$ cat config.mk
export PLATFORM = sky130hd
export DESIGN_NAME = mafc_field_control
export DESIGN_NICKNAME = d
export VERILOG_FILES = /design/src/mafc_pkg.sv /design/src/mafc_field_control.sv
export VERILOG_INCLUDE_DIRS = /design/src
export SDC_FILE = /design/constraint.sdc
export NUM_CORES = 1
export LEC_CHECK = 0
export ABC_AREA = 0
export BUFFER_PORTS_ARGS = -buffer_cell sky130_fd_sc_hd__buf_2
export CAP_MARGIN = 10
export CORE_MARGIN = 4
export CORE_UTILIZATION = 43
export DETAILED_ROUTE_END_ITERATION = 12
export PLACE_DENSITY_LB_ADDON = 0.12
export SETUP_SLACK_MARGIN = 0.1
export SLEW_MARGIN = 20
export SYNTH_ARGS = -nofsm -noshare
export SYNTH_HDL_FRONTEND = slang
export SYNTH_SLANG_ARGS = --single-unit
$ cat constraint.sdc
create_clock -name mclk -period 3.4 [get_ports mclk]
set_clock_uncertainty 0.05 [all_clocks]
set_input_delay 0 -clock mclk [delete_from_list [all_inputs] [get_ports mclk]]
set_output_delay 0 -clock mclk [all_outputs]
set_load 0.01 [all_outputs]
$ cat src/mafc_cfg.svh
// Field positions, codes and reset values for the microword field decoder
`ifndef MAFC_CFG_SVH
`define MAFC_CFG_SVH
`define MAFC_UW_W        64
`define MAFC_FN_HI       63
`define MAFC_FN_LO       55
`define MAFC_ST_HI       54
`define MAFC_ST_LO       53
`define MAFC_A_HI        52
`define MAFC_A_LO        50
`define MAFC_B_HI        49
`define MAFC_B_LO        48
`define MAFC_CI_HI       47
`define MAFC_CI_LO       46
`define MAFC_ALU_MODIFIER_HIGH       45
`define MAFC_ALU_MODIFIER_LOW       44
`define MAFC_SH_HI       43
`define MAFC_SH_LO       42
`define MAFC_SEQ_HI      31
`define MAFC_SEQ_LO      30
`define MAFC_STK_HI      29
`define MAFC_STK_LO      28
`define MAFC_TOBJ_HI     25
`define MAFC_TOBJ_LO     24
`define MAFC_SQEN_HI     23
`define MAFC_SQEN_LO     22
`define MAFC_FACT_HI     21
`define MAFC_FACT_LO     20
`define MAFC_BLIT_HI     19
`define MAFC_BLIT_LO     16
`define MAFC_ALIT_HI     15
`define MAFC_ALIT_LO     12
`define MAFC_JADDR_HI    11
`define MAFC_JADDR_LO    0
`define MAFC_SRC_AB      3'h1
`define MAFC_SRC_ZB      3'h3
`define MAFC_FN_ADD      3'h0
`define MAFC_FN_SUB      3'h1
`define MAFC_DEST_NOSH   3'h3
`define MAFC_STS_C       0
`define MAFC_STS_O       1
`define MAFC_STS_Q       2
`define MAFC_STS_M       3
`define MAFC_FIXED_TOP   12'h7FF
`define MAFC_WCS_BASE    12'h800
`define MAFC_WCS_TOP     12'h8FF
`define MAFC_STACK_DEPTH 4
`define MAFC_RST_UADDR   12'h000
`endif

$ cat src/mafc_pkg.sv
// Types shared by the microword field decoder
package mafc_pkg;
    typedef enum logic [1:0] {
        MODE_MICRO = 2'b00,
        MODE_MUL   = 2'b01,
        MODE_DIV   = 2'b10,
        MODE_SHIFT = 2'b11
    } mafc_mode_e;
    typedef enum logic [1:0] {
        SEQ_CONT = 2'b00,
        SEQ_JUMP = 2'b01,
        SEQ_VECT = 2'b10,
        SEQ_RET  = 2'b11
    } mafc_seq_e;
    typedef struct packed {
        logic [2:0] dest;
        logic [2:0] func;
        logic [2:0] src;
    } mafc_alu_s;
    typedef struct packed {
        logic carry;
        logic ovf;
        logic qbit;
        logic zero;
        logic sign;
        logic shift_out;
    } mafc_flags_s;
endpackage

$ cat src/mafc_field_control.sv
// Microword ALU field decoder with status, scratch register, loop counter and sequencer
//
// Notes on behaviour
// - 64-bit microword split into independent control fields.
// - Nine function bits 55-63 reach the ALU after mode modification.
// - Mode 00 passes function, source and destination unmodified.
// - Multiply mode: scratch bit 0 chooses adding A operand or zero.
// - Divide mode: scratch bit 0 chooses adding or subtracting A operand.
// - Shift mode: loop counter and instruction bits 9-10 steer; zero cycle no shift.
// - Status field: 00 hold, 01 arithmetic flags, 11 load low byte from bus.
// - Status code 10 on a shifting microword, or shift mode, loads the shift-out flag.
// - A operand source select by bits 50-52.
// - B operand source select by bits 48-49.
// - Carry input select by bits 46-47.
// - Bits 42-43 pick shift type outside shift instructions.
// - Same bits qualify memory request page table.
// - Scratch register shifts exactly like the ALU register.
// - Next address: jump, continue, or four-deep push/pop stack.
// - Vectored jump: low 4 bits from vector, upper 8 from microword.
// - Six-bit signed loop counter counts toward zero and holds there.
// - Mask generator gives a single one placed by the A operand.
// - Register file addressed by A as level, B as register number.
// - Test set up first, later enabled test evaluates earlier ALU result.
// - Fixed program below octal 4000, writable store octal 4000-4377.
// - Scratch register load beats a shift in the same cycle.
// - Loop counter loads six bus bits, operand-visible two cycles later.
`include "mafc_cfg.svh"
module mafc_field_control (
    // Clock and reset
    input  wire logic                 mclk,
    input  wire logic                 rst_n,
    // Microword and machine state
    input  wire logic [63:0]          uword,
    input  wire logic [10:0]          instr,
    input  wire logic [15:0]          internal_data_bus,
    input  wire logic [3:0]           current_priority_level,
    input  wire logic [3:0]           vector_in,
    // Commands decoded elsewhere
    input  wire logic                 load_scratch_register_cmd,
    input  wire logic                 load_loop_counter_cmd,
    input  wire logic                 loop_count_en,
    // ALU slice results of the cycle on the outputs
    input  wire mafc_pkg::mafc_flags_s alu_flags,
    // ALU control
    output logic [8:0]                alu_func_q,
    output logic [3:0]                a_operand_q,
    output logic [3:0]                b_operand_q,
    output logic                      carry_in_q,
    output logic [1:0]                shift_type_q,
    output logic [1:0]                page_table_q,
    output logic [15:0]               mask_q,
    output logic [7:0]                rf_addr_q,
    // Held state
    output logic [7:0]                status_word_lo_q,
    output logic [15:0]               scratch_shift_register_q,
    output logic [5:0]                loop_counter_q,
    // Sequencer
    output logic [11:0]               uaddr_q,
    output logic                      writable_microstore_sel_q,
    output logic                      uaddr_fault_q,
    output logic                      test_true_q
);
    wire logic [8:0]  fn_raw   = uword[`MAFC_FN_HI:`MAFC_FN_LO];
    wire logic [1:0]  st_code  = uword[`MAFC_ST_HI:`MAFC_ST_LO];
    wire logic [2:0]  a_sel    = uword[`MAFC_A_HI:`MAFC_A_LO];
    wire logic [1:0]  b_sel    = uword[`MAFC_B_HI:`MAFC_B_LO];
    wire logic [1:0]  ci_sel   = uword[`MAFC_CI_HI:`MAFC_CI_LO];
    wire logic [1:0]  sh_bits  = uword[`MAFC_SH_HI:`MAFC_SH_LO];
    wire logic [1:0]  seq_raw  = uword[`MAFC_SEQ_HI:`MAFC_SEQ_LO];
    wire logic [1:0]  stk_op   = uword[`MAFC_STK_HI:`MAFC_STK_LO];
    wire logic [1:0]  seq_en   = uword[`MAFC_SQEN_HI:`MAFC_SQEN_LO];
    wire logic [1:0]  tobj     = uword[`MAFC_TOBJ_HI:`MAFC_TOBJ_LO];
    wire logic [1:0]  fact     = uword[`MAFC_FACT_HI:`MAFC_FACT_LO];
    wire logic [11:0] jaddr    = uword[`MAFC_JADDR_HI:`MAFC_JADDR_LO];
    wire mafc_pkg::mafc_mode_e mode =
        mafc_pkg::mafc_mode_e'({uword[`MAFC_ALU_MODIFIER_HIGH], uword[`MAFC_ALU_MODIFIER_LOW]});

    // State of the cycle whose decode is now on the outputs
    logic [1:0]  st_code_q;
    logic        shift_en_q;
    logic        shift_up_q;
    logic [1:0]  sh_type_q;
    logic        sh_force_q;
    logic [1:0]  tobj_q;
    logic [1:0]  fact_q;
    logic [5:0]  lc_vis_q;
    logic [11:0] stack_q [`MAFC_STACK_DEPTH];
    logic [2:0]  depth_q;

    function automatic logic is_shift(input logic [2:0] dest);
        is_shift = dest[2];
    endfunction

    function automatic logic [5:0] lc_step(input logic [5:0] v);
        if (v == 6'h00) begin
            lc_step = v;
        end else if (v[5]) begin
            lc_step = v + 6'h01;
        end else begin
            lc_step = v - 6'h01;
        end
    endfunction

    // ALU function modification
    mafc_pkg::mafc_alu_s fn_in;
    mafc_pkg::mafc_alu_s fn_mod;
    assign fn_in = mafc_pkg::mafc_alu_s'(fn_raw);
    wire logic lc_zero  = (loop_counter_q == 6'h00);
    wire logic lc_neg   = loop_counter_q[5];
    always_comb begin
        fn_mod = fn_in;
        case (mode)
            mafc_pkg::MODE_MICRO: fn_mod = fn_in;
            mafc_pkg::MODE_MUL:
                fn_mod.src = scratch_shift_register_q[0] ? `MAFC_SRC_AB : `MAFC_SRC_ZB;
            mafc_pkg::MODE_DIV:
                fn_mod.func = scratch_shift_register_q[0] ? `MAFC_FN_SUB : `MAFC_FN_ADD;
            // counter steers direction; zero stops shift
            mafc_pkg::MODE_SHIFT: begin
                if (lc_zero) begin
                    fn_mod.dest = `MAFC_DEST_NOSH;
                end else begin
                    fn_mod.dest = {1'b1, ~lc_neg, fn_in.dest[0]};
                end
            end
            default: fn_mod = fn_in;
        endcase
    end

    wire logic [1:0] sh_type_d = (mode == mafc_pkg::MODE_SHIFT) ? instr[10:9] : sh_bits;

    // A operand select; counter seen only via delayed copy
    logic [3:0] a_d;
    always_comb begin
        case (a_sel)
            3'h0:    a_d = uword[`MAFC_ALIT_HI:`MAFC_ALIT_LO];
            3'h2:    a_d = current_priority_level;
            3'h4:    a_d = instr[6:3];
            3'h5:    a_d = {1'b0, instr[5:3]};
            3'h6:    a_d = lc_vis_q[3:0];
            default: a_d = 4'h0;
        endcase
    end

    logic [3:0] b_d;
    always_comb begin
        case (b_sel)
            2'h0:    b_d = uword[`MAFC_BLIT_HI:`MAFC_BLIT_LO];
            2'h1:    b_d = {1'b0, instr[2:0]};
            2'h2:    b_d = {1'b0, instr[5:3]};
            default: b_d = lc_vis_q[3:0];
        endcase
    end

    wire logic ci_d = (ci_sel == 2'h0) ? 1'b0 :
                      (ci_sel == 2'h1) ? 1'b1 :
                      (ci_sel == 2'h2) ? status_word_lo_q[`MAFC_STS_C] :
                                         scratch_shift_register_q[0];

    wire logic [15:0] mask_d = 16'h0001 << a_d;

    // status low byte at the close of the output cycle
    logic [7:0] sts_d;
    always_comb begin
        sts_d = status_word_lo_q;
        case (st_code_q)
            2'h1: begin
                sts_d[`MAFC_STS_C] = alu_flags.carry;
                sts_d[`MAFC_STS_O] = alu_flags.ovf;
                sts_d[`MAFC_STS_Q] = alu_flags.qbit;
            end
            2'h3:    sts_d = internal_data_bus[7:0];
            default: sts_d = status_word_lo_q;
        endcase
        // Shift mode catches the lost bit whatever the field says
        if ((st_code_q == 2'h2 && shift_en_q) || sh_force_q) begin
            sts_d[`MAFC_STS_M] = alu_flags.shift_out;
        end
    end

    // scratch register follows the ALU shift; load wins
    logic [15:0] gpr_d;
    logic        fill;
    always_comb begin
        fill = 1'b0;
        gpr_d = scratch_shift_register_q;
        if (load_scratch_register_cmd) begin
            gpr_d = internal_data_bus;
        end else if (shift_en_q) begin
            case (sh_type_q)
                2'h0:    fill = shift_up_q ? 1'b0 : scratch_shift_register_q[15];
                2'h1:    fill = shift_up_q ? scratch_shift_register_q[15] : scratch_shift_register_q[0];
                2'h2:    fill = 1'b0;
                default: fill = status_word_lo_q[`MAFC_STS_C];
            endcase
            gpr_d = shift_up_q ? {scratch_shift_register_q[14:0], fill}
                               : {fill, scratch_shift_register_q[15:1]};
        end
    end

    // counter counts toward zero; load from six bus bits
    wire logic [5:0] lc_d = load_loop_counter_cmd ? internal_data_bus[5:0] :
                            (loop_count_en || sh_force_q) ? lc_step(loop_counter_q) : loop_counter_q;

    // enabled test uses the flags of the earlier operation
    logic [3:0] flag_hold_q;
    wire logic  test_hit = (tobj_q == 2'h0) ? flag_hold_q[0] :
                           (tobj_q == 2'h1) ? flag_hold_q[1] :
                           (tobj_q == 2'h2) ? flag_hold_q[2] : flag_hold_q[3];
    wire logic seq_on    = (seq_en == 2'h3);
    wire logic test_en   = (seq_en == 2'h2);
    wire logic test_fail = test_en && !test_hit;

    wire logic [11:0] top  = stack_q[depth_q[1:0] - 2'h1];
    wire logic [11:0] incr = uaddr_q + 12'h001;
    logic [11:0] next_d;
    always_comb begin
        next_d = incr;
        if (test_en) begin
            next_d = test_hit ? jaddr : ((fact_q == 2'h1 && depth_q != 3'h0) ? top : incr);
        end else if (seq_on) begin
            case (mafc_pkg::mafc_seq_e'(seq_raw))
                mafc_pkg::SEQ_JUMP: next_d = jaddr;
                mafc_pkg::SEQ_VECT: next_d = {jaddr[11:4], vector_in};
                mafc_pkg::SEQ_RET:  next_d = (depth_q != 3'h0) ? top : incr;
                default:            next_d = incr;
            endcase
        end
    end
    wire logic do_push = seq_on && (stk_op == 2'h1) && (depth_q != 3'(`MAFC_STACK_DEPTH));
    wire logic do_pop  = (depth_q != 3'h0) &&
                         ((seq_on && stk_op == 2'h2) || (test_fail && fact_q == 2'h1));

    always_ff @(posedge mclk) begin
        if (!rst_n) begin
            alu_func_q               <= 9'h000;
            a_operand_q              <= 4'h0;
            b_operand_q              <= 4'h0;
            carry_in_q               <= 1'b0;
            shift_type_q             <= 2'h0;
            page_table_q             <= 2'h0;
            mask_q                   <= 16'h0001;
            rf_addr_q                <= 8'h00;
            st_code_q                <= 2'h0;
            shift_en_q               <= 1'b0;
            shift_up_q               <= 1'b0;
            sh_type_q                <= 2'h0;
            sh_force_q               <= 1'b0;
        end else begin
            alu_func_q   <= fn_mod;
            a_operand_q  <= a_d;
            b_operand_q  <= b_d;
            carry_in_q   <= ci_d;
            shift_type_q <= sh_type_d;
            page_table_q <= sh_bits;
            mask_q       <= mask_d;
            rf_addr_q    <= {a_d, b_d};
            st_code_q    <= st_code;
            shift_en_q   <= is_shift(fn_mod.dest);
            shift_up_q   <= fn_mod.dest[1];
            sh_type_q    <= sh_type_d;
            sh_force_q   <= (mode == mafc_pkg::MODE_SHIFT);
        end
    end

    always_ff @(posedge mclk) begin
        if (!rst_n) begin
            status_word_lo_q         <= 8'h00;
            scratch_shift_register_q <= 16'h0000;
            loop_counter_q           <= 6'h00;
            lc_vis_q                 <= 6'h00;
            flag_hold_q              <= 4'h0;
            tobj_q                   <= 2'h0;
            fact_q                   <= 2'h0;
            test_true_q              <= 1'b0;
        end else begin
            status_word_lo_q         <= sts_d;
            scratch_shift_register_q <= gpr_d;
            loop_counter_q           <= lc_d;
            lc_vis_q                 <= loop_counter_q;
            flag_hold_q              <= {alu_flags.ovf, alu_flags.carry, alu_flags.sign, alu_flags.zero};
            test_true_q              <= test_en && test_hit;
            // Setup of a later test
            if (seq_en == 2'h1) begin
                tobj_q <= tobj;
                fact_q <= fact;
            end
        end
    end

    wire logic in_wcs = (next_d >= `MAFC_WCS_BASE) && (next_d <= `MAFC_WCS_TOP);
    always_ff @(posedge mclk) begin
        if (!rst_n) begin
            uaddr_q                   <= `MAFC_RST_UADDR;
            writable_microstore_sel_q <= 1'b0;
            uaddr_fault_q             <= 1'b0;
            depth_q                   <= 3'h0;
        end else begin
            uaddr_q                   <= next_d;
            writable_microstore_sel_q <= in_wcs;
            uaddr_fault_q             <= (next_d > `MAFC_FIXED_TOP) && !in_wcs;
            if (do_push) begin
                stack_q[depth_q[1:0]] <= incr;
                depth_q               <= depth_q + 3'h1;
            end else if (do_pop) begin
                depth_q <= depth_q - 3'h1;
            end
        end
    end
endmodule

==> results_dict.tcl <==
set metrics [dict create \
    synth_area_leader_cell "dfxtp_1" \
    period_needed_ns 2.85 \
    ys_ff_latch 149 \
    synth_top_area_share 0.296 \
    synthTopCellsByCount "dfxtp_1 (101), nor2_1 (62), edfxtp_1 (48), nand2_1 (48), a21oi_1 (46)" \
    async_flop_share 0 \
    synth_edf_count 48 \
    drv_cap 0 \
    cts.sinks 149 \
    clkLatencyLatePin_ns 0.42 \
    yosys_warnings 0 \
    required_ns 3.71 \
    swShare 0.268 \
    die_area_um2 17900 \
    stdcell_count 1135 \
    syn_nets 785 \
    clockRootBuffer "clkbuf_16" \
    grt_pass1_wl_um 31500 \
    fin_ws_ns 0.548 \
    power.internal_mw 3.26 \
    clkPwrFrac 0.391 \
    remaining_drc_errors 0 \
    start_kind "flip-flop" \
    p_per_area_nw_per_um2 482 \
    port_buffers 186 \
    rsz0062_at_grt "no" \
    fp.dieW_um 134 \
    fmax_mhz 351 \
    design.portCount 201 \
    rows 45 \
    antenna_found_initial 0 \
    cts.reportedPaths.clkPinSlew_ns 0.06 \
    comb_power_share 0.158 \
    yosys-top-cells-area "dfxtp_1 (30%), edfxtp_1 (21%), mux4_2 (5.6%)" \
    grt-ovfl-total 0 \
    synth_area_um2 6820 \
    ys.flop_type "dfxtp_1" \
    grt_max_degree 56 \
    post-place-ws_ns 0.707 \
    die_y_um 134 \
    status "finished, final reports clean" \
    path_class "flip-flop to flip-flop" \
    relSlewSlack 0.288 \
    dp_hpwl_um 13600 \
    ctsResizeCount 0 \
    dp_cells 1018 \
    setup-tns-final_ns 0 \
    routed_wl_um 19800 \
    synth.most_common_cell "dfxtp_1" \
    drt_first_pass_iters 5 \
    core_area_um2 15400 \
    num_vias 6107 \
    initial_core_util 0.444 \
    endpoint_kind "flip-flop" \
    track_usage 0.221 \
    grt_pass1_vias 6190 \
    setup_violations 0 \
    final-hold-violation-count 0 \
    cts_tree "built" \
    ir_worst_vdd_uv 358 \
    place.gp.congestion 0.861 \
    ant_nets 0 \
    p_switching_mw 1.19 \
    min_path_type "input pin to flip-flop" \
    antenna_cells 0 \
    maxSlewViolCount 0 \
    worstPathMaxFanout 12 \
    cts_inserted_buffers 17 \
    avgRoutedWirePerCell_um 17.4 \
    ys_seq_area_frac 0.508 \
    drt_iter0_markers 429 \
    cts_max_level 4 \
    p_leak_nw 3.90 \
    via_per_inst 5.38 \
    clockBufferDepth 2 \
    period_share 0.839 \
    postSynthCellCount 663 \
    syn_area_per_cell_um2 10.3 \
    worstMarginPinSlew_ns 1.07 \
    drive_gt1_frac 0.272 \
    critPathArrivalTime_ns 3.17 \
    nets 1033 \
    yosysUniqueCellTypes 58 \
    area_delta_synth_final_pct 35.2 \
    seq_power_share 0.450 \
]
registers in the layout, summed over array words and instances, names as in the netlist, 2 cells and up:
name,flops
a_operand_q,4
alu_func_q,8
b_operand_q,3
depth_q,3
fact_q,2
flag_hold_q,4
lc_vis_q,4
loop_counter_q,6
mask_q,16
page_table_q,2
scratch_shift_register_q,16
sh_type_q,2
st_code_q,2
stack_q,48
status_word_lo_q,8
tobj_q,2
uaddr_q,12
through the flow:
step	power (mW)	area, um2	hold WS [ns]	utilization
2_1_floorplan	2.42	6820	0.0707	-
3_3_place_gp	2.63	7830	0.159	0.509
3_5_place_dp	2.65	7830	0.160	0.509
4_1_cts	4.47	9220	0.000583	0.600
5_1_grt	4.62	9220	0.0651	0.600
6_report	4.45	9220	0.00837	0.600
final timing paths:
path,from,endpoint,slack [ns],cells past startpoint
worst max-delay path,depth_q[1]$_SDFFE_PN0P_,uaddr_q[1]$_SDFF_PN0_,0.55,8
worst min-delay path,uword[44],shift_en_q$_SDFF_PN0_,0.008,4
worst max register to register,depth_q[1]$_SDFFE_PN0P_,uaddr_q[1]$_SDFF_PN0_,0.55,8
worst min register to register,status_word_lo_q[5]$_SDFFE_PN0P_,status_word_lo_q[5]$_SDFFE_PN0P_,0.41,2
worst max-delay path: stages, from the launching register on:
cell	delay, ns
dfxtp_1	0.43
inv_1	0.09
ha_1	0.65
mux4_2	0.35
nand3_1	0.08
a21boi_0	0.14
o21ai_0	0.12
a221oi_1	0.29
dlygate4sd3_1	0.58
routing by layer:
layer  up-vias  global-route usage  part of all wire
li1       2909                   -                 -
met1      2927               0.265              0.40
met2       231               0.389              0.51
met3        40              0.0458             0.061
met4         0              0.0846             0.025
met5         -                   0                 0
layout make-up:
cell class | count | area [um2]
clock inverters | 12 | 76.3
flip-flops and latches | 149 | 3460
well taps | 211 | 264
multi-input cells | 448 | 3060
fillers | 1279 | 6150
clock buffers | 20 | 468
inverters | 20 | 75.1
repair buffers | 275 | 1810
power by group through the flow:
| stage | clock [mW] | sequential, mW | combinational [mW] |
|---|---|---|---|
| 6_report | 1.74 | 2.00 | 0.705 |
| 5_1_grt | 1.83 | 2.02 | 0.772 |
| 4_1_cts | 1.77 | 2.00 | 0.702 |
| 3_5_place_dp | 0 | 2.04 | 0.612 |
| 3_3_place_gp | 0 | 2.04 | 0.595 |
| 2_1_floorplan | 0 | 2.04 | 0.384 |
placed cells by master, fill, tap and decap left out, drive strengths merged, types with 3 or more instances in the layout:
cell type,synthesis,layout
buf,23,190
dfxtp,101,101
dlygate4sd3,0,85
nor2,62,62
nand2,48,48
edfxtp,48,48
a21oi,48,48
nor3,25,25
mux2i,24,24
o21ai,23,23
inv,19,22
and2,20,20
clkbuf,23,20
nand3,19,19
a211oi,19,19
nand2b,19,19
mux4,17,17
o211ai,13,13
ha,10,10
a22o,9,9
and3,8,8
nor2b,8,8
xor2,7,7
xnor2,6,6
a31oi,6,6
clkinv,1,6
mux2,5,5
a221oi,5,5
a22oi,4,4
a21o,4,4
clkinvlp,0,4
or3,3,3
nor4,3,3
a211o,3,3
a221o,3,3
kinds of logic after synthesis:
| logic type | share of synthesized area |
|---|---|
| fa+ha+maj | 0.0242 |
| xor+xnor | 0.0167 |
| simple gates | 0.159 |
| buf+inv | 0.0431 |
| compound gates | 0.150 |
| flops | 0.508 |
| mux | 0.0996 |
timing repair:
| item | 4_1_cts | 5_1_grt |
|---|---|---|
| hold endpoints to repair | 80 | 0 |
| hold buffers | 85 | 0 |
| buffers inserted | 0 | 0 |
Note: power is estimated with default switching activity, not from simulation.
